File: config.mk
export PLATFORM = sky130hd
export DESIGN_NAME = hbpd_decoder
export DESIGN_NICKNAME = d
export VERILOG_FILES = /design/src/hbpd_pkg.sv /design/src/hbpd_decoder.sv
export SDC_FILE = /design/constraint.sdc
export NUM_CORES = 1
export LEC_CHECK = 0
export ABC_AREA = 1
export BUFFER_PORTS_ARGS = -buffer_cell sky130_fd_sc_hd__buf_2
export CORE_MARGIN = 3
export CORE_UTILIZATION = 34
export CTS_BUF_LIST = sky130_fd_sc_hd__clkbuf_2
export DETAILED_ROUTE_END_ITERATION = 10
export GPL_ROUTABILITY_DRIVEN = 0
export GPL_TIMING_DRIVEN = 0
export PLACE_DENSITY_LB_ADDON = 0.12
export SETUP_SLACK_MARGIN = 0.1
export SYNTH_ARGS = -nofsm -noshare
export SYNTH_HDL_FRONTEND = slang
export SYNTH_HIERARCHICAL = 1
export SYNTH_SLANG_ARGS = --single-unit
File: constraint.sdc
create_clock -name clk_sys_in -period 2.73 [get_ports clk_sys_in]
set_clock_uncertainty 0.2 [all_clocks]
set_input_delay 0.273 -clock clk_sys_in [delete_from_list [all_inputs] [get_ports clk_sys_in]]
set_output_delay 0.273 -clock clk_sys_in [all_outputs]
set_load 0.02 [all_outputs]
File: src/hbpd_pkg.sv
// shared constants and types for the half-bridge pwm decoder
package hbpd_pkg;

   // widths and counts
   localparam int unsigned CNT_W    = 8;
   localparam int unsigned REPORT_W = 32;
   localparam int unsigned BRIDGES  = 3;
   localparam int unsigned PINS     = 6;

   // bridge mode field codes
   localparam logic [1:0] MODE_OFF  = 2'h0;
   localparam logic [1:0] MODE_LOW  = 2'h1;
   localparam logic [1:0] MODE_HIGH = 2'h2;
   localparam logic [1:0] MODE_HOLD = 2'h3;

   // measured delay report field positions
   localparam int unsigned TON_LSB  = 0;
   localparam int unsigned TOFF_LSB = 8;
   localparam int unsigned RISE_LSB = 16;
   localparam int unsigned FALL_LSB = 24;

   // reset and saturation values
   localparam logic [CNT_W-1:0]    CNT_ZERO   = 8'h00;
   localparam logic [CNT_W-1:0]    CNT_ONE    = 8'h01;
   localparam logic [CNT_W-1:0]    CNT_MAX    = 8'hff;
   localparam logic [REPORT_W-1:0] REPORT_RST = 32'h0000_0000;

   // switching measurement states
   typedef enum logic [2:0]
   {
      MEAS_IDLE = 3'b000,
      MEAS_TON  = 3'b001,
      MEAS_RISE = 3'b010,
      MEAS_TOFF = 3'b011,
      MEAS_FALL = 3'b100
   } hbpd_meas_t;

endpackage : hbpd_pkg
File: src/hbpd_decoder.sv
// half-bridge pwm decoder: pin synchroniser, per-bridge decode and measurement
//
// How it works
// - mode 11 actively holds both switches off
// - split off: one current per phase
// - split on: each phase has two sub-phases
// - short on/off time: pwm switch is active
// - short on/off time, three inputs: opposite switch stays off
// - report delays of pwm or detected active switch
// - rise end missed before blanking: rise zero
// - fall end missed before cross-conduction: fall zero
// - short on/off time: all four delays zero
// - six inputs: each switch from own pin
// - six inputs, mode 00: both off passively
// - six inputs, mode 01: low side active
// - six inputs, mode 10: high side active
// - detection enabled, no short time: active side from detector
// - six inputs: pins 1/2, 3/4, 5/6 per bridge
// - six inputs: high xor low selects switch
// - three inputs: pins 1, 3, 5 per bridge
// - three inputs, mode 01: pin drives low side
// - three inputs, mode 10: high on, low freewheels
// - active freewheel needs bit, enable, three inputs
`timescale 1ns/100ps
`default_nettype none

module hbpd_bridge
(
   input  wire logic       clk_sys_in,
   input  wire logic       reset_in,
   input  wire logic       clk_en_in,
   input  wire logic       pwm_hi_in,
   input  wire logic       pwm_lo_in,
   input  wire logic       six_sel_in,
   input  wire logic [1:0] mode_in,
   input  wire logic       pwm_en_in,
   input  wire logic       afw_en_in,
   input  wire logic       fwd_en_in,
   input  wire logic       det_hs_in,
   input  wire logic       split_in,
   input  wire logic [7:0] ccp_fw_in,
   input  wire logic [7:0] ccp_act_in,
   input  wire logic [7:0] blank_in,
   input  wire logic [7:0] tpchg_in,
   input  wire logic [7:0] tpdchg_in,
   input  wire logic       sw_edge_in,
   input  wire logic       sw_done_in,
   output logic            hs_out,
   output logic            ls_out,
   output logic            hold_off_out,
   output logic            act_hi_out,
   output logic            pchg_out,
   output logic            pchg2_out,
   output logic            pdchg_out,
   output logic            pdchg2_out,
   output logic [31:0]     report_out
);

   typedef struct packed
   {
      logic                  hs;
      logic                  ls;
      logic                  hold;
      logic                  act_hi;
      logic                  act_on;
      logic                  pwm_prev;
      logic                  short_on;
      logic                  short_off;
      logic                  pchg;
      logic                  pchg2;
      logic                  pdchg;
      logic                  pdchg2;
      hbpd_pkg::hbpd_meas_t  st;
      logic [7:0]            cnt;
      logic [7:0]            seg;
      logic [7:0]            dead;
      logic [7:0]            ton;
      logic [7:0]            toff;
      logic [7:0]            rise;
      logic [7:0]            fall;
   } hbpd_br_state_t;

   hbpd_br_state_t q;
   hbpd_br_state_t n;
   logic           pwm_lvl;
   logic           pwm_is_hi;
   logic           short_c;
   logic           afw_on;
   logic           want_hs;
   logic           want_ls;
   logic           act_now;
   logic           mode_pwm;

   always_comb
   begin
      n         = q;
      pwm_is_hi = (mode_in == hbpd_pkg::MODE_HIGH);
      mode_pwm  = (mode_in == hbpd_pkg::MODE_LOW) || pwm_is_hi;
      pwm_lvl   = (six_sel_in && !pwm_is_hi) ? pwm_lo_in : pwm_hi_in;
      short_c   = q.short_on | q.short_off;
      afw_on    = afw_en_in & pwm_en_in & ~six_sel_in;
      act_now   = q.act_hi ? q.hs : q.ls;
      want_hs   = 1'b0;
      want_ls   = 1'b0;
      // on/off length of the pwm switch input
      if (pwm_lvl != q.pwm_prev)
      begin
         if (q.pwm_prev)
         begin
            n.short_on = (q.seg < ccp_fw_in);
         end
         else
         begin
            n.short_off = (q.seg < ccp_act_in);
         end
         n.seg = hbpd_pkg::CNT_ONE;
      end
      else if (q.seg != hbpd_pkg::CNT_MAX)
      begin
         n.seg = 8'(q.seg + hbpd_pkg::CNT_ONE);
      end
      n.pwm_prev = pwm_lvl;
      n.hold = (mode_in == hbpd_pkg::MODE_HOLD);
      // mode 00 and disabled bridges fall through to off
      if (mode_pwm && pwm_en_in)
      begin
         if (six_sel_in)
         begin
            want_hs = pwm_hi_in & ~pwm_lo_in;
            want_ls = pwm_lo_in & ~pwm_hi_in;
         end
         else if (!pwm_is_hi)
         begin
            want_ls = pwm_hi_in;
            want_hs = afw_on & ~pwm_hi_in & ~short_c;
         end
         else
         begin
            want_hs = pwm_hi_in;
            want_ls = afw_on & ~pwm_hi_in & ~short_c;
         end
      end
      // cross-conduction gap only with active freewheel
      if (!afw_on)
      begin
         n.dead = hbpd_pkg::CNT_ZERO;
         n.hs   = want_hs;
         n.ls   = want_ls;
      end
      else if (q.dead != hbpd_pkg::CNT_ZERO)
      begin
         n.dead = 8'(q.dead - hbpd_pkg::CNT_ONE);
         n.hs   = 1'b0;
         n.ls   = 1'b0;
      end
      else if ((want_hs && q.ls) || (want_ls && q.hs))
      begin
         n.dead = ccp_act_in;
         n.hs   = 1'b0;
         n.ls   = 1'b0;
      end
      else
      begin
         n.hs = want_hs;
         n.ls = want_ls;
      end
      if (fwd_en_in && !short_c)
      begin
         n.act_hi = det_hs_in;
      end
      else
      begin
         n.act_hi = pwm_is_hi;
      end
      n.act_on = act_now;
      if (act_now && !q.act_on)
      begin
         n.st  = hbpd_pkg::MEAS_TON;
         n.cnt = hbpd_pkg::CNT_ZERO;
      end
      else if (!act_now && q.act_on)
      begin
         n.st  = hbpd_pkg::MEAS_TOFF;
         n.cnt = hbpd_pkg::CNT_ZERO;
      end
      else
      begin
         if (q.cnt != hbpd_pkg::CNT_MAX)
         begin
            n.cnt = 8'(q.cnt + hbpd_pkg::CNT_ONE);
         end
         case (q.st)
            hbpd_pkg::MEAS_TON:
            begin
               if (sw_edge_in)
               begin
                  n.ton = q.cnt;
                  n.st  = hbpd_pkg::MEAS_RISE;
                  n.cnt = hbpd_pkg::CNT_ZERO;
               end
            end
            hbpd_pkg::MEAS_RISE:
            begin
               if (sw_done_in)
               begin
                  n.rise = q.cnt;
                  n.st   = hbpd_pkg::MEAS_IDLE;
               end
               else if (q.cnt >= blank_in)
               begin
                  n.rise = hbpd_pkg::CNT_ZERO;
                  n.st   = hbpd_pkg::MEAS_IDLE;
               end
            end
            hbpd_pkg::MEAS_TOFF:
            begin
               if (sw_edge_in)
               begin
                  n.toff = q.cnt;
                  n.st   = hbpd_pkg::MEAS_FALL;
                  n.cnt  = hbpd_pkg::CNT_ZERO;
               end
            end
            hbpd_pkg::MEAS_FALL:
            begin
               if (sw_done_in)
               begin
                  n.fall = q.cnt;
                  n.st   = hbpd_pkg::MEAS_IDLE;
               end
               else if (q.cnt >= ccp_act_in)
               begin
                  n.fall = hbpd_pkg::CNT_ZERO;
                  n.st   = hbpd_pkg::MEAS_IDLE;
               end
            end
            default:
            begin
               n.st = hbpd_pkg::MEAS_IDLE;
            end
         endcase
      end
      if (short_c)
      begin
         n.ton  = hbpd_pkg::CNT_ZERO;
         n.toff = hbpd_pkg::CNT_ZERO;
         n.rise = hbpd_pkg::CNT_ZERO;
         n.fall = hbpd_pkg::CNT_ZERO;
      end
      n.pchg   = (n.st == hbpd_pkg::MEAS_TON) && (n.cnt < tpchg_in);
      n.pchg2  = n.pchg && split_in && (n.cnt >= (tpchg_in >> 1));
      n.pdchg  = (n.st == hbpd_pkg::MEAS_TOFF) && (n.cnt < tpdchg_in);
      n.pdchg2 = n.pdchg && split_in && (n.cnt >= (tpdchg_in >> 1));
   end

   always_ff @(posedge clk_sys_in)
   begin
      if (reset_in)
      begin
         q <= '0;
      end
      else if (clk_en_in)
      begin
         q <= n;
      end
   end

   assign hs_out       = q.hs;
   assign ls_out       = q.ls;
   assign hold_off_out = q.hold;
   assign act_hi_out   = q.act_hi;
   assign pchg_out     = q.pchg;
   assign pchg2_out    = q.pchg2;
   assign pdchg_out    = q.pdchg;
   assign pdchg2_out   = q.pdchg2;
   assign report_out   = {q.fall, q.rise, q.toff, q.ton};
endmodule : hbpd_bridge

module hbpd_decoder
(
   input  wire logic        clk_sys_in,
   input  wire logic        reset_in,
   input  wire logic        clk_en_in,
   input  wire logic        pwm_in_one_in,
   input  wire logic        pwm_in_two_in,
   input  wire logic        pwm_in_three_in,
   input  wire logic        pwm_in_four_in,
   input  wire logic        pwm_in_five_in,
   input  wire logic        pwm_in_six_in,
   input  wire logic        six_input_select_in,
   input  wire logic [5:0]  bridge_mode_field_in,
   input  wire logic [2:0]  bridge_pwm_enable_in,
   input  wire logic [2:0]  active_freewheel_enable_in,
   input  wire logic        freewheel_detect_enable_in,
   input  wire logic [2:0]  freewheel_detect_hs_active_in,
   input  wire logic        split_precharge_enable_in,
   input  wire logic [7:0]  ccp_fw_cycles_in,
   input  wire logic [7:0]  ccp_active_cycles_in,
   input  wire logic [7:0]  blank_active_cycles_in,
   input  wire logic [7:0]  precharge_time_in,
   input  wire logic [7:0]  predischarge_time_in,
   input  wire logic [2:0]  switch_edge_in,
   input  wire logic [2:0]  switch_done_in,
   output logic [2:0]       high_side_switch_out,
   output logic [2:0]       low_side_switch_out,
   output logic [2:0]       actively_off_out,
   output logic [2:0]       active_is_high_out,
   output logic [2:0]       precharge_out,
   output logic [2:0]       precharge_second_out,
   output logic [2:0]       predischarge_out,
   output logic [2:0]       predischarge_second_out,
   output logic [31:0]      measured_delay_bridge1_out,
   output logic [31:0]      measured_delay_bridge2_out,
   output logic [31:0]      measured_delay_bridge3_out
);

   typedef struct packed
   {
      logic [5:0] s1;
      logic [5:0] s2;
   } hbpd_sync_t;

   hbpd_sync_t  q;
   hbpd_sync_t  n;
   logic [5:0]  pins_now;
   logic [31:0] rep [3];

   assign pins_now = {pwm_in_six_in, pwm_in_five_in, pwm_in_four_in,
                      pwm_in_three_in, pwm_in_two_in, pwm_in_one_in};

   always_comb
   begin
      n    = q;
      n.s1 = pins_now;
      n.s2 = q.s1;
   end

   always_ff @(posedge clk_sys_in)
   begin
      if (reset_in)
      begin
         q <= '0;
      end
      else if (clk_en_in)
      begin
         q <= n;
      end
   end

   genvar gi;
   generate
      for (gi = 0; gi < 3; gi++)
      begin : g_br
         // odd pin high, even pin low
         hbpd_bridge u_br
         (
            .clk_sys_in (clk_sys_in),
            .reset_in   (reset_in),
            .clk_en_in  (clk_en_in),
            .pwm_hi_in  (q.s2[2*gi]),
            .pwm_lo_in  (q.s2[2*gi+1]),
            .six_sel_in (six_input_select_in),
            .mode_in    (bridge_mode_field_in[2*gi +: 2]),
            .pwm_en_in  (bridge_pwm_enable_in[gi]),
            .afw_en_in  (active_freewheel_enable_in[gi]),
            .fwd_en_in  (freewheel_detect_enable_in),
            .det_hs_in  (freewheel_detect_hs_active_in[gi]),
            .split_in   (split_precharge_enable_in),
            .ccp_fw_in  (ccp_fw_cycles_in),
            .ccp_act_in (ccp_active_cycles_in),
            .blank_in   (blank_active_cycles_in),
            .tpchg_in   (precharge_time_in),
            .tpdchg_in  (predischarge_time_in),
            .sw_edge_in (switch_edge_in[gi]),
            .sw_done_in (switch_done_in[gi]),
            .hs_out       (high_side_switch_out[gi]),
            .ls_out       (low_side_switch_out[gi]),
            .hold_off_out (actively_off_out[gi]),
            .act_hi_out   (active_is_high_out[gi]),
            .pchg_out     (precharge_out[gi]),
            .pchg2_out    (precharge_second_out[gi]),
            .pdchg_out    (predischarge_out[gi]),
            .pdchg2_out   (predischarge_second_out[gi]),
            .report_out   (rep[gi])
         );
      end
   endgenerate

   assign measured_delay_bridge1_out = rep[0];
   assign measured_delay_bridge2_out = rep[1];
   assign measured_delay_bridge3_out = rep[2];

endmodule : hbpd_decoder

`default_nettype wire

## After elaboration in Yosys (flattened, before gate mapping)

Index checks and enable logic that the tools add are counted.

| word-level totals | value |
|---|---|
| output and inout bits | 120 |
| logic and storage cells | 402 |
| input port bits | 73 |
| flip-flop bits (word level) | 225 |

| cells by class | value |
|---|---|
| bitwise operators | 34 |
| reduce and logical (&&, ||, !) cells | 108 |
| mux-type cells | 120 |
| $lt $le $gt $ge | 24 |
| add/subtract/negate cells | 9 |
| equal/unequal tests | 45 |

Operators with widths:

| cell | number |
|---|---|
| $mux W8 | 45 |
| $mux W32 | 9 |
| $mux W11 | 12 |
| $lt A8 B8 Y1 | 12 |
| $reduce_and A5 Y1 | 12 |
| $add A8 B1 Y8 const B | 6 |
| $ge A8 B7 Y1 | 6 |
| $ge A8 B8 Y1 | 6 |
| $ne A8 B8 Y1 const B | 6 |
| $pmux W8 S2 | 3 |
| $logic_and A1 B1 Y1 | 39 |
| $mux W3 | 12 |
| $pmux W3 S4 | 3 |
| $reduce_bool A2 Y1 | 18 |
| $eq A3 B2 Y1 const B | 9 |
| $mux W1 | 27 |
| $reduce_bool A8 Y1 | 3 |
| $sub A8 B1 Y8 const B | 3 |
| $and A1 B1 Y1 | 18 |
| $eq A3 B1 Y1 const B | 6 |
| $mux W2 | 9 |
| $reduce_and A3 Y1 | 6 |
| $reduce_bool A3 Y1 | 6 |
| $not A1 Y1 | 13 |
| other kinds (10) | 51 |

## Longest topological paths before layout

Gate-level depths: netlist of run 1.

| depth | value |
|---|---|
| depth in word-level cells | 12 |
| mapped depth | 17 |
| mapped depth without buffers | 17 |

## Hierarchy

The synthesis of run 1 kept the hierarchy.

Modules (own cells, without submodules):

| module | area each (µm²) | instances | seq. area each (µm²) | cells each |
|---|---|---|---|---|
| hbpd_bridge (g_br[0].u_br ...) | 5295.1 | 2 | 1421.4 | 774 |
| hbpd_bridge (g_br[2].u_br) | 5311.3 | 1 | 1421.4 | 776 |
| hbpd_decoder | 496.7 | 1 | 240.2 | 76 |

## Worst setup path after synthesis of run 1

No wires, ideal clock.

| timing | value |
|---|---|
| path type | register to register |
| from | register g_br[0].u_br.q (netlist bit g_br[0].u_br/act_hi_out) |
| to | register g_br[0].u_br.q (netlist bit g_br[0].u_br/pdchg2_out) |
| data required time | 2.399 ns |
| clock period less this slack | 2.710 ns |
| cell stages (with the launch flop) | 16 |
| data arrival time | 2.380 ns |
| path buffers | 0 |
| library setup time | 0.131 ns |
| setup slack | 0.020 ns |
| cells stage by stage | dfxtp_1 nand2_1 nand3_1 nand2_1 nor2_4 inv_1 a211oi_1 ha_1 a21oi_1 o21ai_0 nand4_1 nand3_1 nand2_1 inv_1 nand3_1 a21oi_2 |

RTL lines:

| item | line | text |
|---|---|---|
| start: declaration | hbpd_decoder.sv:83 | `hbpd_br_state_t q;` |
| start signal: assignment | hbpd_decoder.sv:264 | `q <= n;` |

==> summary.txt, run 1 <==
STA
  • RSZ-0062 raised after global routing: yes
  • Period minus WS final: 2690 ps
  • Final Hold Viols: 0
  • Worst-margin pin slew: 791 ps
  • Fin crit share: 98.4%
  • Max Transition Viols Final: 0
  • Slew HR: around 47%
  • Fmax: 372 MHz
  • Final Setup Violations: 0

Worst setup path
  • Critical Path End Type: register
  • CP max-delay cell: dfxtp_4
  • CP startpoint kind: register
  • Arrival time at the worst endpoint: approximately 3400 ps
  • Crit path kind: reg -> reg
  • Req. time, crit path: 3480 ps
  • Cell breakdown of the critical path: clkinvlp_4 > nor2_4 > buf_4 > xor2_2 > a21oi_4 > ha_2 > a21oi_2 > nor2_2 > nor3_2 > nand2_2 > nor3_4 > nand3_2 > a21oi_2
  • Register-to-Register Setup Slack: 40 ps
  • Most frequent CP cell: a21oi_2
  • CP max stage delay: 400 ps
  • Crit-path max FO: 6

Drt
  • Number of vias per cell: 4.87
  • Post-DR wirelength/cell: 16.3 um
  • Via count: around 17000
  • WL final: ~58 mm
  • DRT iter0 DRCs: 959
  • Pre-antenna DRT Iters: 5
  • DRC Markers: 0
  • Post-route ant nets: 0

Final layout
  • Post-route cell area: around 22000 sq um
  • Layout area overhead: 34.3%
  • Nets: 3156
  • Area of all sequential standard cells: between 4000 and 5000 sq um
  • Fill cell count: 4784
  • Layout cells sized above 1: 28.1%
  • Multi-input gate area: 10400 sq um
  • Final core utilization: between 40% and 50%
  • Non-filler instance count after layout: 3540

Floorplanning
  • Die Ht: 226 um
  • Core area: 47100 sq um
  • Row count: 79
  • Initial Util: 34.9%
  • Die area: 50900 sq um
  • Die W: between 200 and 250 um
  • Ports: 193

Global route
  • Initial antenna violation count: 1
  • GRT overflow: 0
  • Largest net degree at the start of global routing: 19
  • GRT Total Usage: between 20% and 30%
  • Number of global-route vias before repair: 16600
  • First-pass GRT wire length: 87.6 mm

Clock network
  • Worst skew pair latency: 1030 ps
  • Clock net sink count: 225
  • H-tree depth: 3
  • Clk buf depth: 3
  • Clk pin slew, worst setup/hold paths: 110 ps
  • CTS Buf Count: 69
  • Root Buffer: clkbuf_2
  • CTS tree: yes

Yosys
  • Synth area leader: dfxtp_1
  • Yosys cell types: 45
  • Area contributors post-synth: dfxtp_1, ha_1, inv_1
  • Synthesis-stage register bit count: around 230
  • Post-synth EDFFs: 0
  • Post-Synthesis Cells: 2400
  • Cell Area, Synth: between 15000 and 20000 sq um
  • Warnings from Yosys: 6
  • Net Count, Synth: 2665
  • Post-synth top area share: 27.5%
  • Avg Cell Area, Syn: 6.83 sq um
  • Fraction of registers with async set/reset: 0%
  • Top FF cell, synth: dfxtp_1
  • Seq/Total Area, Yosys: 27.5%

Pwr
  • Combinational Power Share: 31.7%
  • PD cells: 432 nW/um^2
  • Total net switching power: 3570 uW
  • Reg power frac: 38.6%
  • P_leak: between 0.01 and 0.015 uW
  • Peak supply drop: 307 uV
  • Pint: 5940 uW
  • Clk pwr share: approximately 30%
  • Net Sw Frac: between 30% and 40%

Place
  • DP Wirelength: 42.0 mm
  • Cells after DPL: 3199
  • Dpl cell area: roughly 18000 sq um
  • PortBufs: 192

Outcome
  • Outcome: finished, final reports clean

Worst hold path
  • Hold Crit Class: in -> reg

Flow run
  • Max Cap Viol: 0
kinds of logic (layout without fill, tap and decap cells):
family,count (synthesis),after routing,synth area share (%)
simple gates,841,841,22.5
flops,225,225,27.5
xor+xnor,19,19,1.15
fa+ha+maj,192,192,14.6
compound gates,547,547,18.6
other cells,0,1,0
buf+inv,576,1108,15.7
layer usage:
| layer | share of wire (%) | global-route usage [%] | vias up |
|---|---|---|---|
| met2 | 47 | 36.1 | 483 |
| met5 | 0 | 0 | - |
| met1 | 45 | 28.3 | 7938 |
| met3 | 5.4 | 3.44 | 95 |
| li1 | - | - | 8730 |
| met4 | 3.1 | 9.12 | 0 |
layout by cell type, fill, tap and decap left out, types with 5 or more instances in the layout:
cell / netlist / final
nor2_4: 8 / 25
nor2_1: 255 / 237
a21oi_2: 5 / 33
nand3_1: 93 / 80
xor2_1: 13 / 11
nand2_4: 1 / 17
a21oi_1: 263 / 231
a21boi_0: 5 / 5
dlygate4sd3_1: 0 / 119
dfxtp_4: 0 / 20
nand3_4: 3 / 8
nor2_2: 10 / 11
inv_4: 0 / 13
buf_2: 11 / 202
o21ai_2: 5 / 9
clkbuf_2: 0 / 96
nor3_2: 4 / 9
nor3_1: 19 / 11
clkbuf_1: 37 / 37
xor2_2: 3 / 5
inv_2: 23 / 41
o21ai_0: 166 / 155
o211ai_1: 22 / 22
dfxtp_2: 0 / 15
a211oi_1: 24 / 21
o21bai_1: 9 / 9
nand2_2: 15 / 31
inv_1: 397 / 364
ha_4: 0 / 26
ha_1: 192 / 163
o21a_1: 9 / 9
nand4_1: 25 / 25
buf_4: 101 / 198
nand3_2: 9 / 17
nand2_1: 391 / 358
dfxtp_1: 225 / 190
o21ai_1: 19 / 26
clkinv_1: 3 / 13
a31oi_1: 12 / 9
buf_6: 2 / 10
critical path: cells and delay by family, from the launching register on:
kind | cells | cell delay, ps
simple gates | 6 | 850
flops | 1 | 400
compound gates | 3 | 400
buf+inv | 2 | 350
fa+ha+maj | 1 | 200
xor+xnor | 1 | 190
per-stage QoR:
| stage | hold WS [ps] | worst slack [ps] | total power, uW | setup TNS, ps |
|---|---|---|---|---|
| 2_1_floorplan | 224 | 141 | 5380 | 0 |
| 3_3_place_gp | 236 | -474 | 6090 | -3930 |
| 3_5_place_dp | 237 | -557 | 6140 | -4370 |
| 4_1_cts | 6.61 | 71.3 | 9360 | 0 |
| 5_1_grt | 56.5 | -87.1 | 10200 | -250 |
| 6_report | 87.3 | 44.0 | 9510 | 0 |
worst paths after layout:
path                                    start                           to  cells after the start
hold reg to reg   g_br[2].u_br/report_out[28]  g_br[2].u_br/report_out[28]                      2
setup reg to reg           g_br[0].u_br/q[51]       g_br[0].u_br/pchg2_out                     13
hold / removal      split_precharge_enable_in       g_br[0].u_br/pchg2_out                      6
setup / recovery           g_br[0].u_br/q[51]       g_br[0].u_br/pchg2_out                     13
sequential cells by signal, summed over array words and instances, names as in the netlist:
name and count:
g_br.u_br/pchg2_out 3, q 6, g_br.u_br/pdchg2_out 3, g_br.u_br/pchg_out 3, g_br.u_br/hold_off_out 3, n 6, g_br.u_br/report_out 96, g_br.u_br/hs_out 3
g_br.u_br/ls_out 3, g_br.u_br/pdchg_out 3, g_br.u_br/act_hi_out 3, g_br.u_br/q 93
timing repair:
action / in CTS / in global routing
hold buffers: 128 / 0
resized for setup: 149 / 175
setup endpoints to repair: 12 / 39
pin swaps: 46 / 97
setup buffers: 61 / 46
gates cloned: 0 / 0
hold endpoints to repair: 216 / 0
power groups by stage:
stage / Combinational (uW) / Sequential, uW / Clock [uW]
finish: 3020 / 3670 / 2830
floorplan: 1680 / 3690 / 0
global placement: 2350 / 3740 / 0
CTS: 2760 / 3660 / 2940
global route: 3350 / 3700 / 3120
detailed placement: 2390 / 3740 / 0
cells in the mapped netlist, types with 11 or more instances:
library cell    n
xor2_1         13
o211ai_1       22
a211oi_1       24
inv_2          23
clkbuf_1       37
ha_1          192
nand3_1        93
buf_2          11
a31oi_1        12
nand4_1        25
o21ai_0       166
dfxtp_1       225
inv_1         397
buf_4         101
nand2_2        15
nor2_1        255
nor3_1         19
a21oi_1       263
o21ai_1        19
nand2_1       391
layout make-up:
type / count / share of cell area (%)
diodes: 1 / 0.0114
plain buffers: 153 / 4.46
clock buffers: 96 / 2.18
clock inverters: 16 / 0.670
inverters: 423 / 7.42
multi-input cells: 1599 / 47.2
flip-flops and latches: 225 / 20.9
well taps: 607 / 3.45
repair buffers: 420 / 13.8
(Power assumes the default switching activity.)
==> inputs of run 2 (changes only) <==
--- a/config.mk
+++ b/config.mk
@@ -13,7 +13,6 @@
 export DETAILED_ROUTE_END_ITERATION = 10
 export GPL_ROUTABILITY_DRIVEN = 0
 export GPL_TIMING_DRIVEN = 0
-export PLACE_DENSITY_LB_ADDON = 0.12
 export SETUP_SLACK_MARGIN = 0.1
 export SYNTH_ARGS = -nofsm -noshare
 export SYNTH_HDL_FRONTEND = slang
==> summary.txt, run 2 (synthesis gave the netlist of run 1 again) <==
STA
  • Fin crit share: 101% (+2.3 points)
  • Slew HR: 51.6% (+4.4 points)
  • Post-route setup slack: -17.8 ps (-61.8 ps)
  • Final hold slack: 109 ps (+21.5 ps)
  • Fmax: 364 MHz (-2.2%)
  • Period minus WS final: 2750 ps (+61.8 ps)
  • Final Setup Violations: 1 (+1)
  • Worst-margin pin slew: 726 ps (-65.4 ps)
  • Max Transition Viols Final: 0 (unchanged)
  • RSZ-0062 raised after global routing: yes
  • Final Hold Viols: 0 (unchanged)

Place
  • Cells after DPL: 3199 (unchanged)
  • DP Wirelength: 40.7 mm (-3.3%)
  • PortBufs: 192 (unchanged)
  • Place WS: -608 ps (-50.8 ps)

Worst setup path
  • Reg-to-reg endpoint: g_br[0].u_br/pchg2_out
  • Register-to-Register Setup Slack: -20 ps (-60 ps)
  • Reg2Reg Depth: 14 (+1)
  • CP startpoint kind: register
  • Critical Path End Type: register
  • Arrival time at the worst endpoint: 3440 ps (about the same)
  • Crit path kind: reg -> reg
  • Req. time, crit path: 3420 ps (-60 ps)
  • Crit-path max FO: 6 (unchanged)
  • Worst r2r src: g_br[0].u_br/q[51]

Floorplanning
  • Core area: 47100 sq um (unchanged)
  • Ports: 193 (unchanged)
  • Die W: 226 um (unchanged)
  • Row count: 79 (unchanged)
  • Initial Util: 34.9% (unchanged)
  • Die Ht: 226 um (unchanged)
  • Die area: 50900 sq um (unchanged)

Drt
  • Via count: 17500 (+1.2%)
  • DRC Markers: 0 (unchanged)
  • WL final: 55.7 mm (-3.4%)
  • Pre-antenna DRT Iters: 5 (unchanged)
  • Post-route ant nets: 0 (unchanged)
  • DRT iter0 DRCs: 1111 (+16%)
  • Post-DR wirelength/cell: 15.9 um (-2.5%)
  • Number of vias per cell: 4.97 (+2.1%)

Clock network
  • CTS Buf Count: 67 (-2.9%)
  • Clk pin slew, worst setup/hold paths: 120 ps (about the same)
  • Clk buf depth: 3 (unchanged)
  • H-tree depth: 3 (unchanged)
  • CTS tree: yes
  • Worst skew pair latency: 980 ps (-50 ps)
  • Root Buffer: clkbuf_2
  • Clock net sink count: 225 (unchanged)

Global route
  • GR Util met3: 4.12% (+0.68 points)
  • GRT Max-Usage Layer: met2
  • GRT overflow: 0 (unchanged)
  • Initial antenna violation count: 1 (unchanged)
  • Largest net degree at the start of global routing: 19 (unchanged)
  • GR Util met1: 26.2% (-2.1 points)
  • Met2 GRT Util: 34.3% (-1.8 points)
  • Number of global-route vias before repair: 16700 (+0.72%)
  • GRT Total Usage: 20.8% (-1.0 points)
  • First-pass GRT wire length: 84.5 mm (-3.5%)

Outcome
  • Failing checks: setup timing
  • Outcome: finished, violations left

Final layout
  • Layout area overhead: 30.8%
  • Most frequent cells in the layout: inv_1, nand2_1, a21oi_1
  • Commonest non-fill, non-tap cell in the layout: inv_1
  • Non-filler instance count after layout: 3509 (-0.88%)
  • Layout cells sized above 1: 26.3% (-1.8 points)
  • Nets: 3124 (-1.0%)
  • Max FFs per register: 96 (unchanged)

Flow run
  • Max Cap Viol: 0 (unchanged)

Worst hold path
  • Hold depth: 6 (unchanged)
  • Hold Path End: g_br[2].u_br/pdchg2_out
  • Hold Path Origin: split_precharge_enable_in
  • Hold Crit Class: in -> reg

Pwr
  • Peak supply drop: 301 uV (-2.0%)
  • PD cells: 427 nW/um^2 (-1.1%)
  • Power Total: 9160 uW (-3.7%)
  • P_leak: 0.0108 uW (-1.6%)
-- run 2: changes by cell type in the layout (fill, tap and decap cells not counted), sizes merged --
| cell | delta |
|---|---|
| dlygate4sd3 | -12 |
| inv | +3 |
| clkbuf | -6 |
| clkinv | +3 |
| diode | +1 |
| bufinv | -1 |
| buf | -18 |
| dlymetal6s4s | -1 |
-- run 2: worst max-delay path by stage --
stage,from,to,slack (ps),cells after the start
global route,g_br[0].u_br/q[51],g_br[0].u_br/pchg2_out,-150,12
finish,g_br[0].u_br/q[51],g_br[0].u_br/pchg2_out,-20,14
floorplan,g_br[2].u_br/act_hi_out,g_br[2].u_br/pchg2_out,140,13
detailed placement,g_br[0].u_br/hs_out,g_br[0].u_br/pchg2_out,-610,15
CTS,g_br[0].u_br/q[48],g_br[0].u_br/pchg2_out,80,14
global placement,g_br[0].u_br/q[50],g_br[0].u_br/pchg2_out,-540,16
-- run 2: timing repair --
action	in CTS	in global routing
hold endpoints to repair	216	0
buffers inserted	44	48
hold buffers	116	0
pin swaps	28	80
resized for setup	122	143
endpoints found under the setup margin	12	34
-- run 2: metrics by stage --
step	instance area (sq um)	utilization, %	setup TNS, ps
floorplan	16400	-	0
global placement	18100	38.6	-3440
detailed placement	18100	38.6	-4120
CTS	20600	43.8	0
global route	21500	45.6	-519
finish	21500	45.6	-17.8
-- run 2: layout make-up --
cell class	count	area [sq um]
fillers	4761	25600
multi-input cells	1599	10100
flip-flops and latches	225	4600
repair buffers	390	2810
inverters	423	1620
plain buffers	153	985
well taps	607	759
clock buffers	89	445
clock inverters	21	138
diodes	2	5.00
-- run 2: where the power goes --
part,switching [uW],leakage [uW],internal (uW)
Clock,1530,0.000450,1070
Sequential,191,0.00186,3480
Combinational,1720,0.00848,1170
Total,3440,0.0108,5730
-- run 2: critical path, cell delays in order, from the launching register on --
cell and delay (ps):
dfxtp_4 410, clkinvlp_4 180, nor2_4 210, nand2_4 130, o21ai_2 90, nand2_2 100
inv_2 100, ha_4 210, a21oi_4 170, nor2_4 60, nor3_4 180, nand2_2 120
nor3_4 270, nand3_1 110, a21oi_1 140
-- run 2: layer usage --
metal	wire [um]	vias up	share of wire (%)
met5	0	-	0
met4	2060	0	3.7
met3	3880	135	7.0
met2	26100	603	47
met1	23700	8061	43
li1	-	8656	-
